<file path="src/rtl/temp_front_pkg.sv">
// Overview of operation
// RULE1 - an 8-bit index register selects the one data register each access targets
// RULE2 - every bus write transaction reloads the index register from its first byte
// RULE3 - host writes the index before a read to pick the register it reads
// RULE4 - index register clears to zero at reset, so a bare read targets 00
// RULE5 - fraction bytes use bits 7:4, bits 3:0 zero; local truncated by resolution
// RULE6 - two-bit field sets local resolution; remote always at the finest step
// RULE7 - each result is an integer high byte plus a fraction low byte, any range
// RULE8 - low byte read after high byte read returns that same conversion's data
package temp_front_pkg;
  // ----------------------------------------------------------------
  // register index values
  // ----------------------------------------------------------------
  localparam logic [7:0] IDX_LOCAL_HI = 8'h00;
  localparam logic [7:0] IDX_REMOTE_HI = 8'h01;
  localparam logic [7:0] IDX_REMOTE_LO = 8'h10;
  localparam logic [7:0] IDX_LOCAL_LO = 8'h15;
  localparam logic [7:0] IDX_RES = 8'h1A;
  // ----------------------------------------------------------------
  // reset values and fields
  // ----------------------------------------------------------------
  localparam logic [7:0] IDX_RESET = 8'h00;
  localparam logic [7:0] TEMP_RESET = 8'h00;
  localparam logic [1:0] RES_SEL_RESET = 2'h0;
  localparam logic [5:0] RES_FIXED_BITS = 6'h07;
  localparam int RES_SEL_LSB = 0;
  localparam int FRAC_MSB = 7;
  localparam int FRAC_LSB = 4;
  localparam logic [7:0] UNMAPPED_READ = 8'h00;
  // local resolution codes: 1, 2, 3 or 4 fraction bits kept
  localparam logic [1:0] RES_HALF = 2'h0;
  localparam logic [1:0] RES_QUARTER = 2'h1;
  localparam logic [1:0] RES_EIGHTH = 2'h2;
  localparam logic [1:0] RES_SIXTEENTH = 2'h3;
endpackage

</file>
<file path="src/rtl/frac_if.sv">
`timescale 1ns/100ps
`default_nettype none
interface frac_if;
  logic [1:0] res_sel;
  logic [3:0] local_raw;
  logic [3:0] remote_raw;
  logic [7:0] local_byte;
  logic [7:0] remote_byte;
  modport enc (input res_sel, input local_raw, input remote_raw,
               output local_byte, output remote_byte);
  modport user (output res_sel, output local_raw, output remote_raw,
                input local_byte, input remote_byte);
endinterface
`default_nettype wire

</file>
<file path="src/rtl/frac_encode.sv">
`timescale 1ns/100ps
`default_nettype none
module frac_encode
  import temp_front_pkg::*;
(
  frac_if.enc f
);
  logic [3:0] keep_mask;

  // ----------------------------------------------------------------
  // truncation, never rounding
  // ----------------------------------------------------------------
  always_comb begin
    case (f.res_sel) // [RULE6]
      RES_HALF: keep_mask = 4'h8;
      RES_QUARTER: keep_mask = 4'hC;
      RES_EIGHTH: keep_mask = 4'hE;
      RES_SIXTEENTH: keep_mask = 4'hF;
      default: keep_mask = 4'hF;
    endcase
  end

  assign f.local_byte = {f.local_raw & keep_mask, 4'h0}; // [RULE5]
  assign f.remote_byte = {f.remote_raw, 4'h0}; // [RULE5] [RULE6]
endmodule // frac_encode
`default_nettype wire

</file>
<file path="src/rtl/temp_reg_front.sv">
`timescale 1ns/100ps
`default_nettype none
module temp_reg_front
  import temp_front_pkg::*;
(
  input wire logic sys_clk,
  input wire logic rstn,
  input wire logic idx_wr,
  input wire logic [7:0] idx_byte,
  input wire logic data_wr,
  input wire logic [7:0] data_byte,
  input wire logic rd_req,
  input wire logic rd_cont,
  input wire logic conv_done,
  input wire logic [7:0] conv_local_int,
  input wire logic [3:0] conv_local_frac,
  input wire logic [7:0] conv_remote_int,
  input wire logic [3:0] conv_remote_frac,
  output logic [7:0] rd_data,
  output logic rd_ack,
  output logic [7:0] cur_index,
  output logic [1:0] local_res
);
  frac_if fi ();

  logic [7:0] idx_r, idx_nxt;
  logic [1:0] res_r, res_nxt;
  logic [7:0] lhi_r, lhi_nxt, llo_r, llo_nxt;
  logic [7:0] rhi_r, rhi_nxt, rlo_r, rlo_nxt;
  logic [7:0] held_r, held_nxt;
  logic held_remote_r, held_remote_nxt;
  logic held_v_r, held_v_nxt;
  logic [7:0] rd_data_r, rd_data_nxt;
  logic rd_ack_r, rd_ack_nxt;
  logic [7:0] rd_idx;

  function automatic logic is_low(input logic [7:0] a);
    return (a == IDX_LOCAL_LO) || (a == IDX_REMOTE_LO);
  endfunction

  assign fi.res_sel = res_r;
  assign fi.local_raw = conv_local_frac;
  assign fi.remote_raw = conv_remote_frac;

  frac_encode u_enc (
    .f(fi.enc)
  );

  // ----------------------------------------------------------------
  // index, resolution and result registers
  // ----------------------------------------------------------------
  always_comb begin
    idx_nxt = idx_r;
    res_nxt = res_r;
    lhi_nxt = lhi_r;
    llo_nxt = llo_r;
    rhi_nxt = rhi_r;
    rlo_nxt = rlo_r;
    if (idx_wr) begin
      idx_nxt = idx_byte; // [RULE1] [RULE2]
    end
    // data byte of a write lands in the resolution register only when the index selects IDX_RES
    if (data_wr && idx_r == IDX_RES) begin
      res_nxt = data_byte[RES_SEL_LSB +: 2]; // [RULE6]
    end
    if (conv_done) begin
      lhi_nxt = conv_local_int; // [RULE7]
      rhi_nxt = conv_remote_int; // [RULE7]
      llo_nxt = fi.local_byte; // [RULE5]
      rlo_nxt = fi.remote_byte; // [RULE5]
    end
  end

  always_ff @(posedge sys_clk or negedge rstn) begin
    if (!rstn) begin
      idx_r <= IDX_RESET; // [RULE4]
      res_r <= RES_SEL_RESET;
      lhi_r <= TEMP_RESET;
      llo_r <= TEMP_RESET;
      rhi_r <= TEMP_RESET;
      rlo_r <= TEMP_RESET;
    end else begin
      idx_r <= idx_nxt;
      res_r <= res_nxt;
      lhi_r <= lhi_nxt;
      llo_r <= llo_nxt;
      rhi_r <= rhi_nxt;
      rlo_r <= rlo_nxt;
    end
  end

  // ----------------------------------------------------------------
  // read path with coherent low-byte hold
  // ----------------------------------------------------------------
  // second byte of a two-byte read from a high byte goes to its low byte
  always_comb begin
    rd_idx = idx_r; // [RULE1] [RULE3]
    if (rd_cont && idx_r == IDX_LOCAL_HI) begin
      rd_idx = IDX_LOCAL_LO;
    end else if (rd_cont && idx_r == IDX_REMOTE_HI) begin
      rd_idx = IDX_REMOTE_LO;
    end
  end

  always_comb begin
    held_nxt = held_r;
    held_remote_nxt = held_remote_r;
    held_v_nxt = held_v_r;
    rd_data_nxt = rd_data_r;
    rd_ack_nxt = 1'b0;
    if (rd_req) begin
      rd_ack_nxt = 1'b1;
      // every read ends the hold, the matching low byte included; a high byte read sets a new one
      held_v_nxt = 1'b0; // [RULE8]
      case (rd_idx)
        IDX_LOCAL_HI: begin
          rd_data_nxt = lhi_r;
          held_nxt = llo_r; // [RULE8]
          held_remote_nxt = 1'b0;
          held_v_nxt = 1'b1;
        end
        IDX_REMOTE_HI: begin
          rd_data_nxt = rhi_r;
          held_nxt = rlo_r; // [RULE8]
          held_remote_nxt = 1'b1;
          held_v_nxt = 1'b1;
        end
        IDX_LOCAL_LO: begin
          rd_data_nxt = (held_v_r && !held_remote_r) ? held_r : llo_r; // [RULE8]
        end
        IDX_REMOTE_LO: begin
          rd_data_nxt = (held_v_r && held_remote_r) ? held_r : rlo_r; // [RULE8]
        end
        IDX_RES: begin
          rd_data_nxt = {RES_FIXED_BITS, res_r};
        end
        default: begin
          rd_data_nxt = UNMAPPED_READ;
        end
      endcase
    end
  end

  always_ff @(posedge sys_clk or negedge rstn) begin
    if (!rstn) begin
      held_r <= TEMP_RESET;
      held_remote_r <= 1'b0;
      held_v_r <= 1'b0;
      rd_data_r <= TEMP_RESET;
      rd_ack_r <= 1'b0;
    end else begin
      held_r <= held_nxt;
      held_remote_r <= held_remote_nxt;
      held_v_r <= held_v_nxt;
      rd_data_r <= rd_data_nxt;
      rd_ack_r <= rd_ack_nxt;
    end
  end

  assign rd_data = rd_data_r;
  assign rd_ack = rd_ack_r;
  assign cur_index = idx_r;
  assign local_res = res_r;

  // ----------------------------------------------------------------
  // checks
  // ----------------------------------------------------------------
  a_index_load: assert property (@(posedge sys_clk) disable iff (!rstn) // [RULE2]
    idx_wr |=> cur_index == $past(idx_byte))
    else $error("index not loaded by write");

  a_index_hold: assert property (@(posedge sys_clk) disable iff (!rstn) // [RULE1]
    !idx_wr |=> $stable(cur_index))
    else $error("index changed without write");

  a_reset_index: assert property (@(posedge sys_clk) // [RULE4]
    !rstn |=> (!rstn || cur_index == 8'h00) && local_res == 2'h0)
    else $error("index not zero after reset");

  a_frac_low_zero: assert property (@(posedge sys_clk) disable iff (!rstn) // [RULE5]
    rd_ack && $past(is_low(rd_idx)) |-> rd_data[3:0] == 4'h0)
    else $error("fraction low nibble not zero");

  a_local_trunc: assert property (@(posedge sys_clk) disable iff (!rstn) // [RULE6]
    conv_done && !data_wr |=> (llo_r[6:4] & ~{(res_r > 2'h0), (res_r > 2'h1),
      (res_r > 2'h2)}) == 3'h0)
    else $error("local fraction not truncated");

  a_remote_full: assert property (@(posedge sys_clk) disable iff (!rstn) // [RULE6]
    conv_done |=> rlo_r == {$past(conv_remote_frac), 4'h0})
    else $error("remote fraction altered");

  a_int_byte: assert property (@(posedge sys_clk) disable iff (!rstn) // [RULE7]
    conv_done |=> lhi_r == $past(conv_local_int) && rhi_r == $past(conv_remote_int))
    else $error("integer byte not stored");

  // shadow of the last read, kept apart from the hold logic it checks
  logic last_lhi_r, last_lhi_nxt;
  logic [7:0] last_llo_r, last_llo_nxt;

  always_comb begin
    last_lhi_nxt = last_lhi_r;
    last_llo_nxt = last_llo_r;
    if (rd_req) begin
      last_lhi_nxt = (rd_idx == IDX_LOCAL_HI);
      last_llo_nxt = llo_r;
    end
  end

  always_ff @(posedge sys_clk or negedge rstn) begin
    if (!rstn) begin
      last_lhi_r <= 1'b0;
      last_llo_r <= TEMP_RESET;
    end else begin
      last_lhi_r <= last_lhi_nxt;
      last_llo_r <= last_llo_nxt;
    end
  end

  a_coherent_low: assert property (@(posedge sys_clk) disable iff (!rstn) // [RULE8]
    rd_req && rd_idx == IDX_LOCAL_LO && last_lhi_r |=>
      rd_ack && rd_data == $past(last_llo_r))
    else $error("low byte not from held conversion");

  a_read_ack: assert property (@(posedge sys_clk) disable iff (!rstn) // [RULE1]
    rd_req |=> rd_ack ##1 (rd_ack == $past(rd_req)))
    else $error("read not answered next cycle");
endmodule // temp_reg_front
`default_nettype wire

</file>
<file path="config.mk">
export PLATFORM = sky130hd
export DESIGN_NAME = temp_reg_front
export DESIGN_NICKNAME = d
export VERILOG_FILES = /design/src/rtl/temp_front_pkg.sv /design/src/rtl/frac_if.sv /design/src/rtl/frac_encode.sv /design/src/rtl/temp_reg_front.sv
export SDC_FILE = /design/constraint.sdc
export NUM_CORES = 1
export LEC_CHECK = 0
export BUFFER_PORTS_ARGS = -buffer_cell sky130_fd_sc_hd__buf_2
export CAP_MARGIN = 10
export CORE_MARGIN = 4
export CORE_UTILIZATION = 51
export DETAILED_ROUTE_END_ITERATION = 8
export PLACE_DENSITY = 0.79
export SYNTH_ARGS = -nofsm -noshare
export SYNTH_HDL_FRONTEND = slang
export SYNTH_SLANG_ARGS = --single-unit
</file>
<file path="constraint.sdc">
create_clock -name sys_clk -period 2.8 [get_ports sys_clk]
set_clock_uncertainty 0.15 [all_clocks]
set_input_delay 0.42 -clock sys_clk [delete_from_list [all_inputs] [get_ports sys_clk]]
set_output_delay 0.42 -clock sys_clk [all_outputs]
set_load 0.01 [all_outputs]
</file>
==> results of run 1 <==
[power by group through the flow]
stage / clock, mW / sequential [mW] / combinational, mW
2_1_floorplan: 0 / 0.834 / 0.131
3_3_place_gp: 0 / 0.833 / 0.223
3_5_place_dp: 0 / 0.836 / 0.227
4_1_cts: 0.426 / 0.822 / 0.230
5_1_grt: 0.458 / 0.832 / 0.251
6_report: 0.419 / 0.822 / 0.226
[repair_timing]
action,CTS,global route
hold buffers,1,0
hold endpoints to repair,18,0
endpoints found under the setup margin,0,0
[worst max-delay path, stage by stage (launching register included)]
cell and delay (ns):
dfrtp_1 0.44, or4_4 0.58, or3_1 0.52, mux2_4 0.35
[metrics by stage]
stage | cells | setup WS (ns) | hold WS (ns)
after floorplan | 176 | 0.7541 | -0.02559
after global placement | 278 | 0.6896 | 0.2322
after detailed placement | 278 | 0.6816 | 0.2320
after CTS | 286 | 0.6596 | 0.1876
after global routing | 286 | 0.5726 | 0.1801
final | 286 | 0.6553 | 0.1927
[final cells by class]
type | count | share of cell area
timing repair buffer | 62 | 0.1211
inverter | 5 | 0.007096
sequential | 49 | 0.4636
multi-input combinational | 113 | 0.3519
clock buffer | 7 | 0.03264
tap | 50 | 0.02365
[cell families (layout without fill, tap and decap cells)]
| logic type | Yosys count | after routing | share of synthesized area |
|---|---|---|---|
| multiplexers | 52 | 52 | 0.2598 |
| AO/OA/AOI/OAI | 30 | 30 | 0.08549 |
| AND/OR/NAND/NOR | 31 | 31 | 0.07312 |
| buffers and inverters | 14 | 74 | 0.03037 |
| flip-flops | 49 | 49 | 0.5512 |
[how the worst min path moves through the flow]
| stage | startpoint | cells after the start | endpoint | slack (ns) |
|---|---|---|---|---|
| after floorplan | rstn | 0 | cur_index[0]$_DFFE_PN0P_ | -0.03 |
| after global placement | rstn | 1 | rhi_r[2]$_DFFE_PN0P_ | 0.23 |
| after detailed placement | rstn | 1 | rhi_r[2]$_DFFE_PN0P_ | 0.23 |
| after CTS | conv_remote_frac[0] | 2 | rlo_r[4]$_DFFE_PN0P_ | 0.19 |
| after global routing | idx_byte[0] | 2 | cur_index[0]$_DFFE_PN0P_ | 0.18 |
| final | conv_remote_frac[1] | 2 | rlo_r[5]$_DFFE_PN0P_ | 0.19 |
[cell usage after synthesis (all sizes together) (2+ instances only)]
library cell	n	area, um2
mux2i	9	90.09
nand3	2	10.01
mux2	43	488.0
or3	2	12.51
clkbuf	5	18.77
a2bb2oi	3	26.28
dfrtp	49	1226
buf	4	30.03
inv	5	18.77
or4	2	22.52
nor2	12	45.04
a31oi	4	25.02
a221oi	2	17.52
a21oi	9	45.04
o21ai	8	40.04
nand2	6	22.52
[sequential cells by signal, summed over array words and instances (netlist names)]
register       flops
rlo_r              4
llo_r              4
lhi_r              8
held_v_r           1
held_remote_r      1
rd_data            8
local_res          2
cur_index          8
rhi_r              8
held_r             4
rd_ack             1
[routing by layer]
layer,up-vias,track usage
li1,754,-
met1,782,0.2335
met2,46,0.3051
met3,6,0.05946
met4,0,0.04829
met5,-,0
==> impl_metrics.env, run 1 <==
export IMPL_power_net_switching_mw=0.3763
export IMPL_endpoint="held_remote_r$_DFFE_PN0P_"
export IMPL_finish_utilization=0.6427
export IMPL_cp_start_kind="flip-flop"
export IMPL_die_area_um2=5483
export IMPL_nNetsFinal=283
export IMPL_hold_class="primary input to flip-flop"
export IMPL_viasPerCell=5.552
export IMPL_wire_per_inst_um=16.21
export IMPL_synth_seq_cells=49
export IMPL_critical_path_class="flip-flop to flip-flop"
export IMPL_grt_ovfl_total=0
export IMPL_leakagePower_nw=1.209
export IMPL_most_common_layout_cells="buf_2 (59), dfrtp_1 (49), mux2_2 (42), nor2_1 (12)"
export IMPL_root_buffer="clkbuf_8"
export IMPL_gp_congestion=0.8220
export IMPL_routed_wl_met3_um=309
export IMPL_fillers=347
export IMPL_drt_first_pass_iters=4
export IMPL_setup_violations=0
export IMPL_stdcell_area_um2=2645
export IMPL_cts_htree_levels=2
export IMPL_cts_tree="done"
export IMPL_clock_path_buffers=2
export IMPL_io_pins=66
export IMPL_fin_setup_tns_ns=0
export IMPL_cts_buffers_inserted=5
export IMPL_synth_ff_type="dfrtp_1"
export IMPL_rr_startpoint="cur_index[2]$_DFFE_PN0P_"
export IMPL_grt_start_max_net_pins=32
export IMPL_cap_viol_max_count=0
export IMPL_met1_length_um=2017
export IMPL_clk_pin_slew_worst_paths_ns=0.08
export IMPL_maxSlewHeadroom=0.6262
export IMPL_async_reset_ff_frac=1.000
export IMPL_routed_wl_met2_um=2253
export IMPL_grt_pass1_wl_um=7603
export IMPL_clock_fmax_mhz=466.3
export IMPL_drive_above_1_share=0.4788
export IMPL_dr_total_vias=1588
export IMPL_status="finished clean"
export IMPL_crit_arrival_ns=2.19
export IMPL_clkPwrFrac=0.286
export IMPL_cts_resized=0
export IMPL_post_dp_cell_area_um2=2549
export IMPL_hpwl_um=3386
export IMPL_seq_area_frac_synth=0.5512
export IMPL_rsz0062_at_grt="no"
export IMPL_seqPwrFrac=0.560
export IMPL_grt_pass1_vias=1635
export IMPL_final_common_cell="buf_2"
export IMPL_yosysWarnings=0
export IMPL_wirelength_um=4637
export IMPL_floorplan_initialDensity=0.5406
export IMPL_syn_avg_cell_area_um2=12.64
export IMPL_pwr_share_comb=0.154
export IMPL_ant_nets=0
export IMPL_grt_total_usage=0.1840
export IMPL_ir_worst_vdd_mv=0.2742
export IMPL_cts_sinks=49
export IMPL_post_route_period_util=0.7660
export IMPL_synthCells=176
export IMPL_multi_input_area_um2=930.9
export IMPL_grt_antenna_before_repair=0
export IMPL_end_kind="flip-flop"
export IMPL_total_power_mw=1.468
export IMPL_clock_latency_ns=0.30
export IMPL_r2r_setup_slack_ns=0.66
export IMPL_area_growth_pct=18.90
export IMPL_r2r_cells=3
export IMPL_tightest_slew_ns=0.5607
export IMPL_synth_cell_type_count=29
export IMPL_drtIter0Drc=95
export IMPL_syn_area_um2=2225
export IMPL_core_area_um2=4115
export IMPL_synth_enable_flop_cells=0
export IMPL_crit_start="cur_index[2]$_DFFE_PN0P_"
export IMPL_min_period_ns=2.145
export IMPL_cts_setup_buffers=0
export IMPL_r2r_end="held_remote_r$_DFFE_PN0P_"
export IMPL_cp_max_fo=10
export IMPL_drv_slew=0
export IMPL_synth_nets=223
export IMPL_topRoutingLayerUsed="met4"
export IMPL_p_int_mw=1.091
export IMPL_swShare=0.2564
export IMPL_io_buffers=59
export IMPL_die_y_um=74.05
export IMPL_cp_required_ns=2.84
export IMPL_die_w_um=74.05
export IMPL_drc=0
export IMPL_hold_violations=0
export IMPL_diodes=0
export IMPL_powerDensity_nw_per_um2=554.8
export IMPL_num_rows=23
export IMPL_regArea_um2=1226
(Power assumes the default switching activity.)
==> inputs of run 2 (changes only) <==
--- a/config.mk
+++ b/config.mk
@@ -5,12 +5,13 @@
 export SDC_FILE = /design/constraint.sdc
 export NUM_CORES = 1
 export LEC_CHECK = 0
+export ABC_AREA = 1
 export BUFFER_PORTS_ARGS = -buffer_cell sky130_fd_sc_hd__buf_2
 export CAP_MARGIN = 10
 export CORE_MARGIN = 4
-export CORE_UTILIZATION = 51
+export CORE_UTILIZATION = 47
 export DETAILED_ROUTE_END_ITERATION = 8
-export PLACE_DENSITY = 0.79
+export PLACE_DENSITY = 0.76
 export SYNTH_ARGS = -nofsm -noshare
 export SYNTH_HDL_FRONTEND = slang
 export SYNTH_SLANG_ARGS = --single-unit
==> constraint.sdc (replaced) <==
create_clock -name sys_clk -period 1.9 [get_ports sys_clk]
set_clock_uncertainty 0.15 [all_clocks]
set_input_delay 0.285 -clock sys_clk [delete_from_list [all_inputs] [get_ports sys_clk]]
set_output_delay 0.285 -clock sys_clk [all_outputs]
set_load 0.01 [all_outputs]
==> run 2 against run 1 <==
Effect of this change:
- synthesized cell count is 56% higher
- maximum frequency is 13% higher
- sequential power is 45% higher
- final cell count is 45% higher
- utilization is 1.7 points lower
- largest power group unchanged
==> impl_metrics.env, run 2 <==
export IMPL_dr_total_vias=2080
export IMPL_grt_pass1_vias=1988
export IMPL_synth_nets=321
export IMPL_die_y_um=78.73
export IMPL_gp_congestion=0.9212
export IMPL_io_buffers=59
export IMPL_total_power_mw=2.146
export IMPL_num_rows=25
export IMPL_viasPerCell=5.012
export IMPL_ys_top_cells_by_count="nand2_1 (83), dfrtp_1 (49), o21ai_0 (32), inv_1 (26), mux2_2 (17)"
export IMPL_die_w_um=78.73
export IMPL_syn_area_um2=2351
export IMPL_wire_per_inst_um=13.39
export IMPL_final_common_cell="nand2_1"
export IMPL_finish_utilization=0.6256
export IMPL_min_period_ns=1.899
export IMPL_netlist_top_cells_area="dfrtp_1 (52%), nand2_1 (13%), mux2_2 (8.1%)"
export IMPL_root_buffer="clkbuf_8"
export IMPL_synth_enable_flop_cells=0
export IMPL_r2r_setup_slack_ns=0.0006
export IMPL_nNetsFinal=394
export IMPL_cp_num_buf_inv=2
export IMPL_die_area_um2=6198
export IMPL_synth_ff_type="dfrtp_1"
export IMPL_synth_seq_cells=49
export IMPL_status="finished clean"
export IMPL_post_route_period_util=0.9997
export IMPL_yosysWarnings=0
export IMPL_cts_htree_levels=2
export IMPL_netlist_area_leader_share=0.5216
export IMPL_synth_cell_type_count=23
export IMPL_hpwl_um=4071
export IMPL_ant_nets=0
export IMPL_end_kind="flip-flop"
export IMPL_slowest_delay_ns=0.41
export IMPL_diodes=0
export IMPL_cp_required_ns=1.93
export IMPL_crit_family="simple AND/OR/NAND/NOR gates"
export IMPL_crit_top_cell="nor2_4"
export IMPL_slowest_stage="dfrtp_1"
export IMPL_wirelength_um=5558
export IMPL_grt_antenna_before_repair=0
export IMPL_cts_tree="done"
export IMPL_dp_cells=400
export IMPL_powerDensity_nw_per_um2=716.8
export IMPL_seq_area_frac_synth=0.5216
export IMPL_hold_class="primary input to flip-flop"
export IMPL_area_growth_pct=27.35
export IMPL_multi_input_area_um2=1039
export IMPL_hold_violations=0
export IMPL_r2r_cells=9
export IMPL_whs_path_depth=3
export IMPL_synthCells=274
export IMPL_async_reset_ff_frac=1.000
export IMPL_grt_start_max_net_pins=31
export IMPL_critical_path_class="flip-flop to flip-flop"
export IMPL_maxSlewHeadroom=0.6790
export IMPL_regArea_um2=1230
export IMPL_cap_viol_max_count=0
export IMPL_most_common_layout_cells="nand2_1 (79), buf_2 (59), dfrtp_1 (46), o21ai_0 (29), inv_1 (22)"
export IMPL_leakagePower_nw=1.468
export IMPL_yosysMostFrequentCell="nand2_1"
export IMPL_core_area_um2=4786
export IMPL_place_ws_ns=0.05582
export IMPL_syn_avg_cell_area_um2=8.580
export IMPL_drc=0
export IMPL_crit_cells=9
export IMPL_clock_latency_ns=0.30
export IMPL_drive_above_1_share=0.3563
export IMPL_cts_buffers_inserted=5
export IMPL_finalWorstSetupSlack_ns=0.0005675
export IMPL_io_pins=66
export IMPL_drv_slew=0
export IMPL_drtIter0Drc=107
export IMPL_tightest_slew_ns=0.4814
export IMPL_grt_pass1_wl_um=9045
export IMPL_cts_sinks=49
export IMPL_stdcell_area_um2=2994
export IMPL_fillers=394
export IMPL_worstPathCellList="inv_2, nand2_2, nor2_4, nand4_1, nor2_4, buf_12, nor2_1, a21oi_1, o21ai_0"
export IMPL_clock_path_buffers=2
export IMPL_grt_ovfl_total=0
export IMPL_floorplan_initialDensity=0.4912
export IMPL_crit_arrival_ns=1.93
export IMPL_grt_total_usage=0.1853
export IMPL_clk_pin_slew_worst_paths_ns=0.09
export IMPL_setup_violations=0
export IMPL_cp_start_kind="flip-flop"
export IMPL_ir_worst_vdd_mv=0.4731
export IMPL_clock_fmax_mhz=526.5
export IMPL_fin_cells=415
export IMPL_drt_first_pass_iters=4
export IMPL_cp_max_fo=6
export IMPL_post_dp_cell_area_um2=2773
export IMPL_rsz0062_at_grt="yes"
export IMPL_synth_top_cell_by_area="dfrtp_1"
## run 2: cell count changes after synthesis, moves of 3 or more
cell / before / now
nor2_1: 12 / 15
o21ai_0: 8 / 32
inv_1: 5 / 26
a21oi_1: 9 / 6
mux2_2: 42 / 17
nand2_1: 6 / 83
nand4_1: 1 / 8
a31oi_1: 4 / 0
a2bb2oi_1: 3 / 0
mux2i_1: 9 / 0
nand3_1: 2 / 14
## run 2: worst min-delay path, delay by kind of cell
family / cells / cell delay [ns]
buf+inv: 1 / 0.07
compound gates: 1 / 0.05
simple gates: 1 / 0.03
## run 2: power by group
part	total, mW	leakage [nW]	switching, mW	internal, mW
Clock	0.606	0.0374	0.347	0.260
Combinational	0.346	0.814	0.194	0.152
Sequential	1.19	0.617	0.0667	1.13
## run 2: timing repair
| action | 4_1_cts | 5_1_grt |
|---|---|---|
| endpoints found under the setup margin | 0 | 11 |
| endpoints found under the hold margin | 19 | 0 |
| gates resized for setup | 0 | 24 |
| buffers inserted | 0 | 5 |
| hold buffers | 1 | 0 |
## run 2: metrics by stage
stage               TNS, ns  hold WS (ns)
finish                    0       0.02632
detailed placement        0        0.1172
global route        -0.3731       0.04035
floorplan                 0       -0.1606
global placement          0        0.1116
CTS                       0       0.02280
## run 2: per-layer routing
metal,global-route usage,vias to the layer above,share of wire
li1,-,1038,-
met1,0.2391,981,0.42
met2,0.3090,57,0.51
met3,0.04308,4,0.060
met4,0.05769,0,0.0077
met5,0,-,0
## run 2: layout make-up
| cell class | instances | share of cell area |
|---|---|---|
| flip-flops and latches | 49 | 0.4108 |
| well taps | 67 | 0.02800 |
| repair buffers | 73 | 0.1488 |
| inverters | 29 | 0.03636 |
| clock inverters | 2 | 0.005015 |
| multi-input cells | 189 | 0.3468 |
| clock buffers | 6 | 0.02424 |
## run 2: kinds of logic after synthesis
family	count (synthesis)	share of synthesized area
and+or+nand+nor	128	0.2358
DFF	49	0.5216
AOI/OAI and AO/OA	44	0.1001
buffers and inverters	36	0.06120
muxes	17	0.08142
## run 2: path summary, 6_finish.rpt
check,start,to
worst max-delay path,cur_index[4]$_DFFE_PN0P_,held_r[5]$_DFFE_PN0P_
worst min-delay path,idx_byte[6],cur_index[6]$_DFFE_PN0P_
worst max register to register,cur_index[4]$_DFFE_PN0P_,held_r[5]$_DFFE_PN0P_
worst min register to register,rd_data[1]$_DFFE_PN0P_,rd_data[1]$_DFFE_PN0P_
max in group asynchronous,rstn,lhi_r[3]$_DFFE_PN0P_
min in group asynchronous,rstn,local_res[0]$_DFFE_PN0P_
==> inputs of run 3 (changes only) <==
--- a/config.mk
+++ b/config.mk
@@ -9,9 +9,9 @@
 export BUFFER_PORTS_ARGS = -buffer_cell sky130_fd_sc_hd__buf_2
 export CAP_MARGIN = 10
 export CORE_MARGIN = 4
-export CORE_UTILIZATION = 47
+export CORE_UTILIZATION = 56
 export DETAILED_ROUTE_END_ITERATION = 8
-export PLACE_DENSITY = 0.76
+export PLACE_DENSITY = 0.85
 export SYNTH_ARGS = -nofsm -noshare
 export SYNTH_HDL_FRONTEND = slang
 export SYNTH_SLANG_ARGS = --single-unit
==> constraint.sdc (replaced) <==
create_clock -name sys_clk -period 2.2 [get_ports sys_clk]
set_clock_uncertainty 0.15 [all_clocks]
set_input_delay 0.33 -clock sys_clk [delete_from_list [all_inputs] [get_ports sys_clk]]
set_output_delay 0.33 -clock sys_clk [all_outputs]
set_load 0.01 [all_outputs]
==> run 3 against run 2 <==
Effect of this change:
- utilization up 6.4 points
- final cell count down 7.0%
- count of clock-buffer cells in the layout down 1
- die area down 14%
- global-route usage up 2.9 points
- combinational power down 23%
- clock power down 21%
- sequential power down 14%
- critical path type unchanged
==> impl_metrics.env, run 3 (synthesis gave the netlist of run 2 again) <==
export IMPL_core_area_um2=4029
export IMPL_cts_resized=0
export IMPL_p_int_mw=1.293
export IMPL_num_rows=23
export IMPL_pwr_share_comb=0.150
export IMPL_fin_setup_tns_ns=0
export IMPL_drtIter0Drc=113
export IMPL_critical_path_class="flip-flop to flip-flop"
export IMPL_maxSlewHeadroom=0.6002
export IMPL_grt_total_usage=0.2139
export IMPL_swShare=0.2677
export IMPL_diodes=0
export IMPL_final_common_cell="nand2_1"
export IMPL_slowest_stage="dfrtp_1"
export IMPL_routed_wl_met2_um=2476
export IMPL_drive_above_1_share=0.2857
export IMPL_leakagePower_nw=1.410
export IMPL_dp_cells=379
export IMPL_io_buffers=59
export IMPL_clk_pin_slew_worst_paths_ns=0.08
export IMPL_met1_length_um=2182
export IMPL_fillers=344
export IMPL_grt_antenna_before_repair=0
export IMPL_most_common_layout_cells="nand2_1 (83), buf_2 (59), dfrtp_1 (49), o21ai_0 (32), inv_1 (26)"
export IMPL_routed_wl_met3_um=370
export IMPL_floorplan_initialDensity=0.5835
export IMPL_grt_start_max_net_pins=34
export IMPL_grt_ovfl_total=0
export IMPL_ctsHoldBuffers=1
export IMPL_tightest_slew_ns=0.5997
export IMPL_setup_violations=0
export IMPL_finish_utilization=0.6901
export IMPL_io_pins=66
export IMPL_grt_pass1_vias=1948
export IMPL_grt_pass1_wl_um=8838
export IMPL_nNetsFinal=384
export IMPL_worstPathCellList="inv_1, nand2_1, nor2_4, nand4_1, nor2_4, o21ai_2, nand2_1, o21ai_0"
export IMPL_hpwl_um=3982
export IMPL_hold_violations=0
export IMPL_cts_setup_buffers=0
export IMPL_cts_tree="done"
export IMPL_post_route_period_util=0.8871
export IMPL_status="finished clean"
export IMPL_powerDensity_nw_per_um2=635.2
export IMPL_cts_buffers_inserted=5
export IMPL_cp_required_ns=2.22
export IMPL_rsz0062_at_grt="no"
export IMPL_die_y_um=72.80
export IMPL_viasPerCell=5.282
export IMPL_drv_slew=0
export IMPL_dr_total_vias=2039
export IMPL_r2r_setup_slack_ns=0.25
export IMPL_wirelength_um=5097
export IMPL_drt_first_pass_iters=4
export IMPL_hold_class="primary input to flip-flop"
export IMPL_finalWorstSetupSlack_ns=0.2483
export IMPL_cap_viol_max_count=0
export IMPL_root_buffer="clkbuf_8"
export IMPL_clock_fmax_mhz=512.4
export IMPL_drc=0
export IMPL_gp_congestion=0.8474
export IMPL_fin_cells=386
export IMPL_total_power_mw=1.766
export IMPL_cp_max_fo=14
export IMPL_clock_latency_ns=0.30
export IMPL_topRoutingLayerUsed="met4"
export IMPL_cts_sinks=49
export IMPL_ir_worst_vdd_mv=0.4910
export IMPL_clock_path_buffers=2
export IMPL_seqPwrFrac=0.580
export IMPL_cp_start_kind="flip-flop"
export IMPL_crit_arrival_ns=1.97
export IMPL_end_kind="flip-flop"
export IMPL_clkPwrFrac=0.270
export IMPL_place_ws_ns=0.2697
export IMPL_die_area_um2=5299
export IMPL_die_w_um=72.80
export IMPL_ant_nets=0
export IMPL_area_growth_pct=18.25
export IMPL_cts_htree_levels=2
export IMPL_power_net_switching_mw=0.4727
export IMPL_wire_per_inst_um=13.20
export IMPL_slowest_delay_ns=0.40
export IMPL_min_period_ns=1.952
==> run 3: power groups by stage <==
| stage | registers, mW | clock network, mW | logic, mW |
|---|---|---|---|
| floorplan | 1.04 | 0 | 0.150 |
| CTS | 1.02 | 0.487 | 0.268 |
| global placement | 1.04 | 0 | 0.253 |
| detailed placement | 1.04 | 0 | 0.265 |
| finish | 1.02 | 0.476 | 0.265 |
| global route | 1.03 | 0.534 | 0.303 |
==> run 3: path summary, 6_finish.rpt <==
check,start,to,depth (start not counted)
max,cur_index[6]$_DFFE_PN0P_,held_r[6]$_DFFE_PN0P_,8
max reg2reg,cur_index[6]$_DFFE_PN0P_,held_r[6]$_DFFE_PN0P_,8
min in group asynchronous,rstn,local_res[1]$_DFFE_PN0P_,2
min,idx_byte[3],cur_index[3]$_DFFE_PN0P_,3
max in group asynchronous,rstn,rlo_r[7]$_DFFE_PN0P_,3
min reg2reg,rd_data[1]$_DFFE_PN0P_,rd_data[1]$_DFFE_PN0P_,2
==> run 3: stage by stage <==
step / hold WS (ns) / cell area [um2]
2_1_floorplan: -0.1156 / 2351
3_3_place_gp: 0.09011 / 2696
3_5_place_dp: 0.09977 / 2696
4_1_cts: 0.08379 / 2780
5_1_grt: 0.08040 / 2780
6_report: 0.08573 / 2780
==> run 3: routing by layer <==
metal	track usage	vias up
li1	-	1017
met1	0.2966	946
met2	0.3427	67
met3	0.04683	9
met4	0.05533	0
met5	0	-
==> run 3: cell type report <==
cell class                      count  area [um2]  area share
Timing Repair Buffer               63       327.8      0.1179
Sequential cell                    49        1226      0.4410
Tap cell                           50       62.56     0.02250
Inverter                           29       108.9     0.03915
Clock buffer                        5       68.82     0.02475
Clock inverter                      1       5.005    0.001800
Multi-Input combinational cell    189       980.9      0.3528
==> run 3: worst max-delay path, delay by kind of cell (launching register included) <==
| family | cells | cell delay, ns |
|---|---|---|
| buffers and inverters | 1 | 0.08 |
| and+or+nand+nor | 5 | 0.94 |
| DFF | 1 | 0.40 |
| AOI/OAI and AO/OA | 2 | 0.27 |
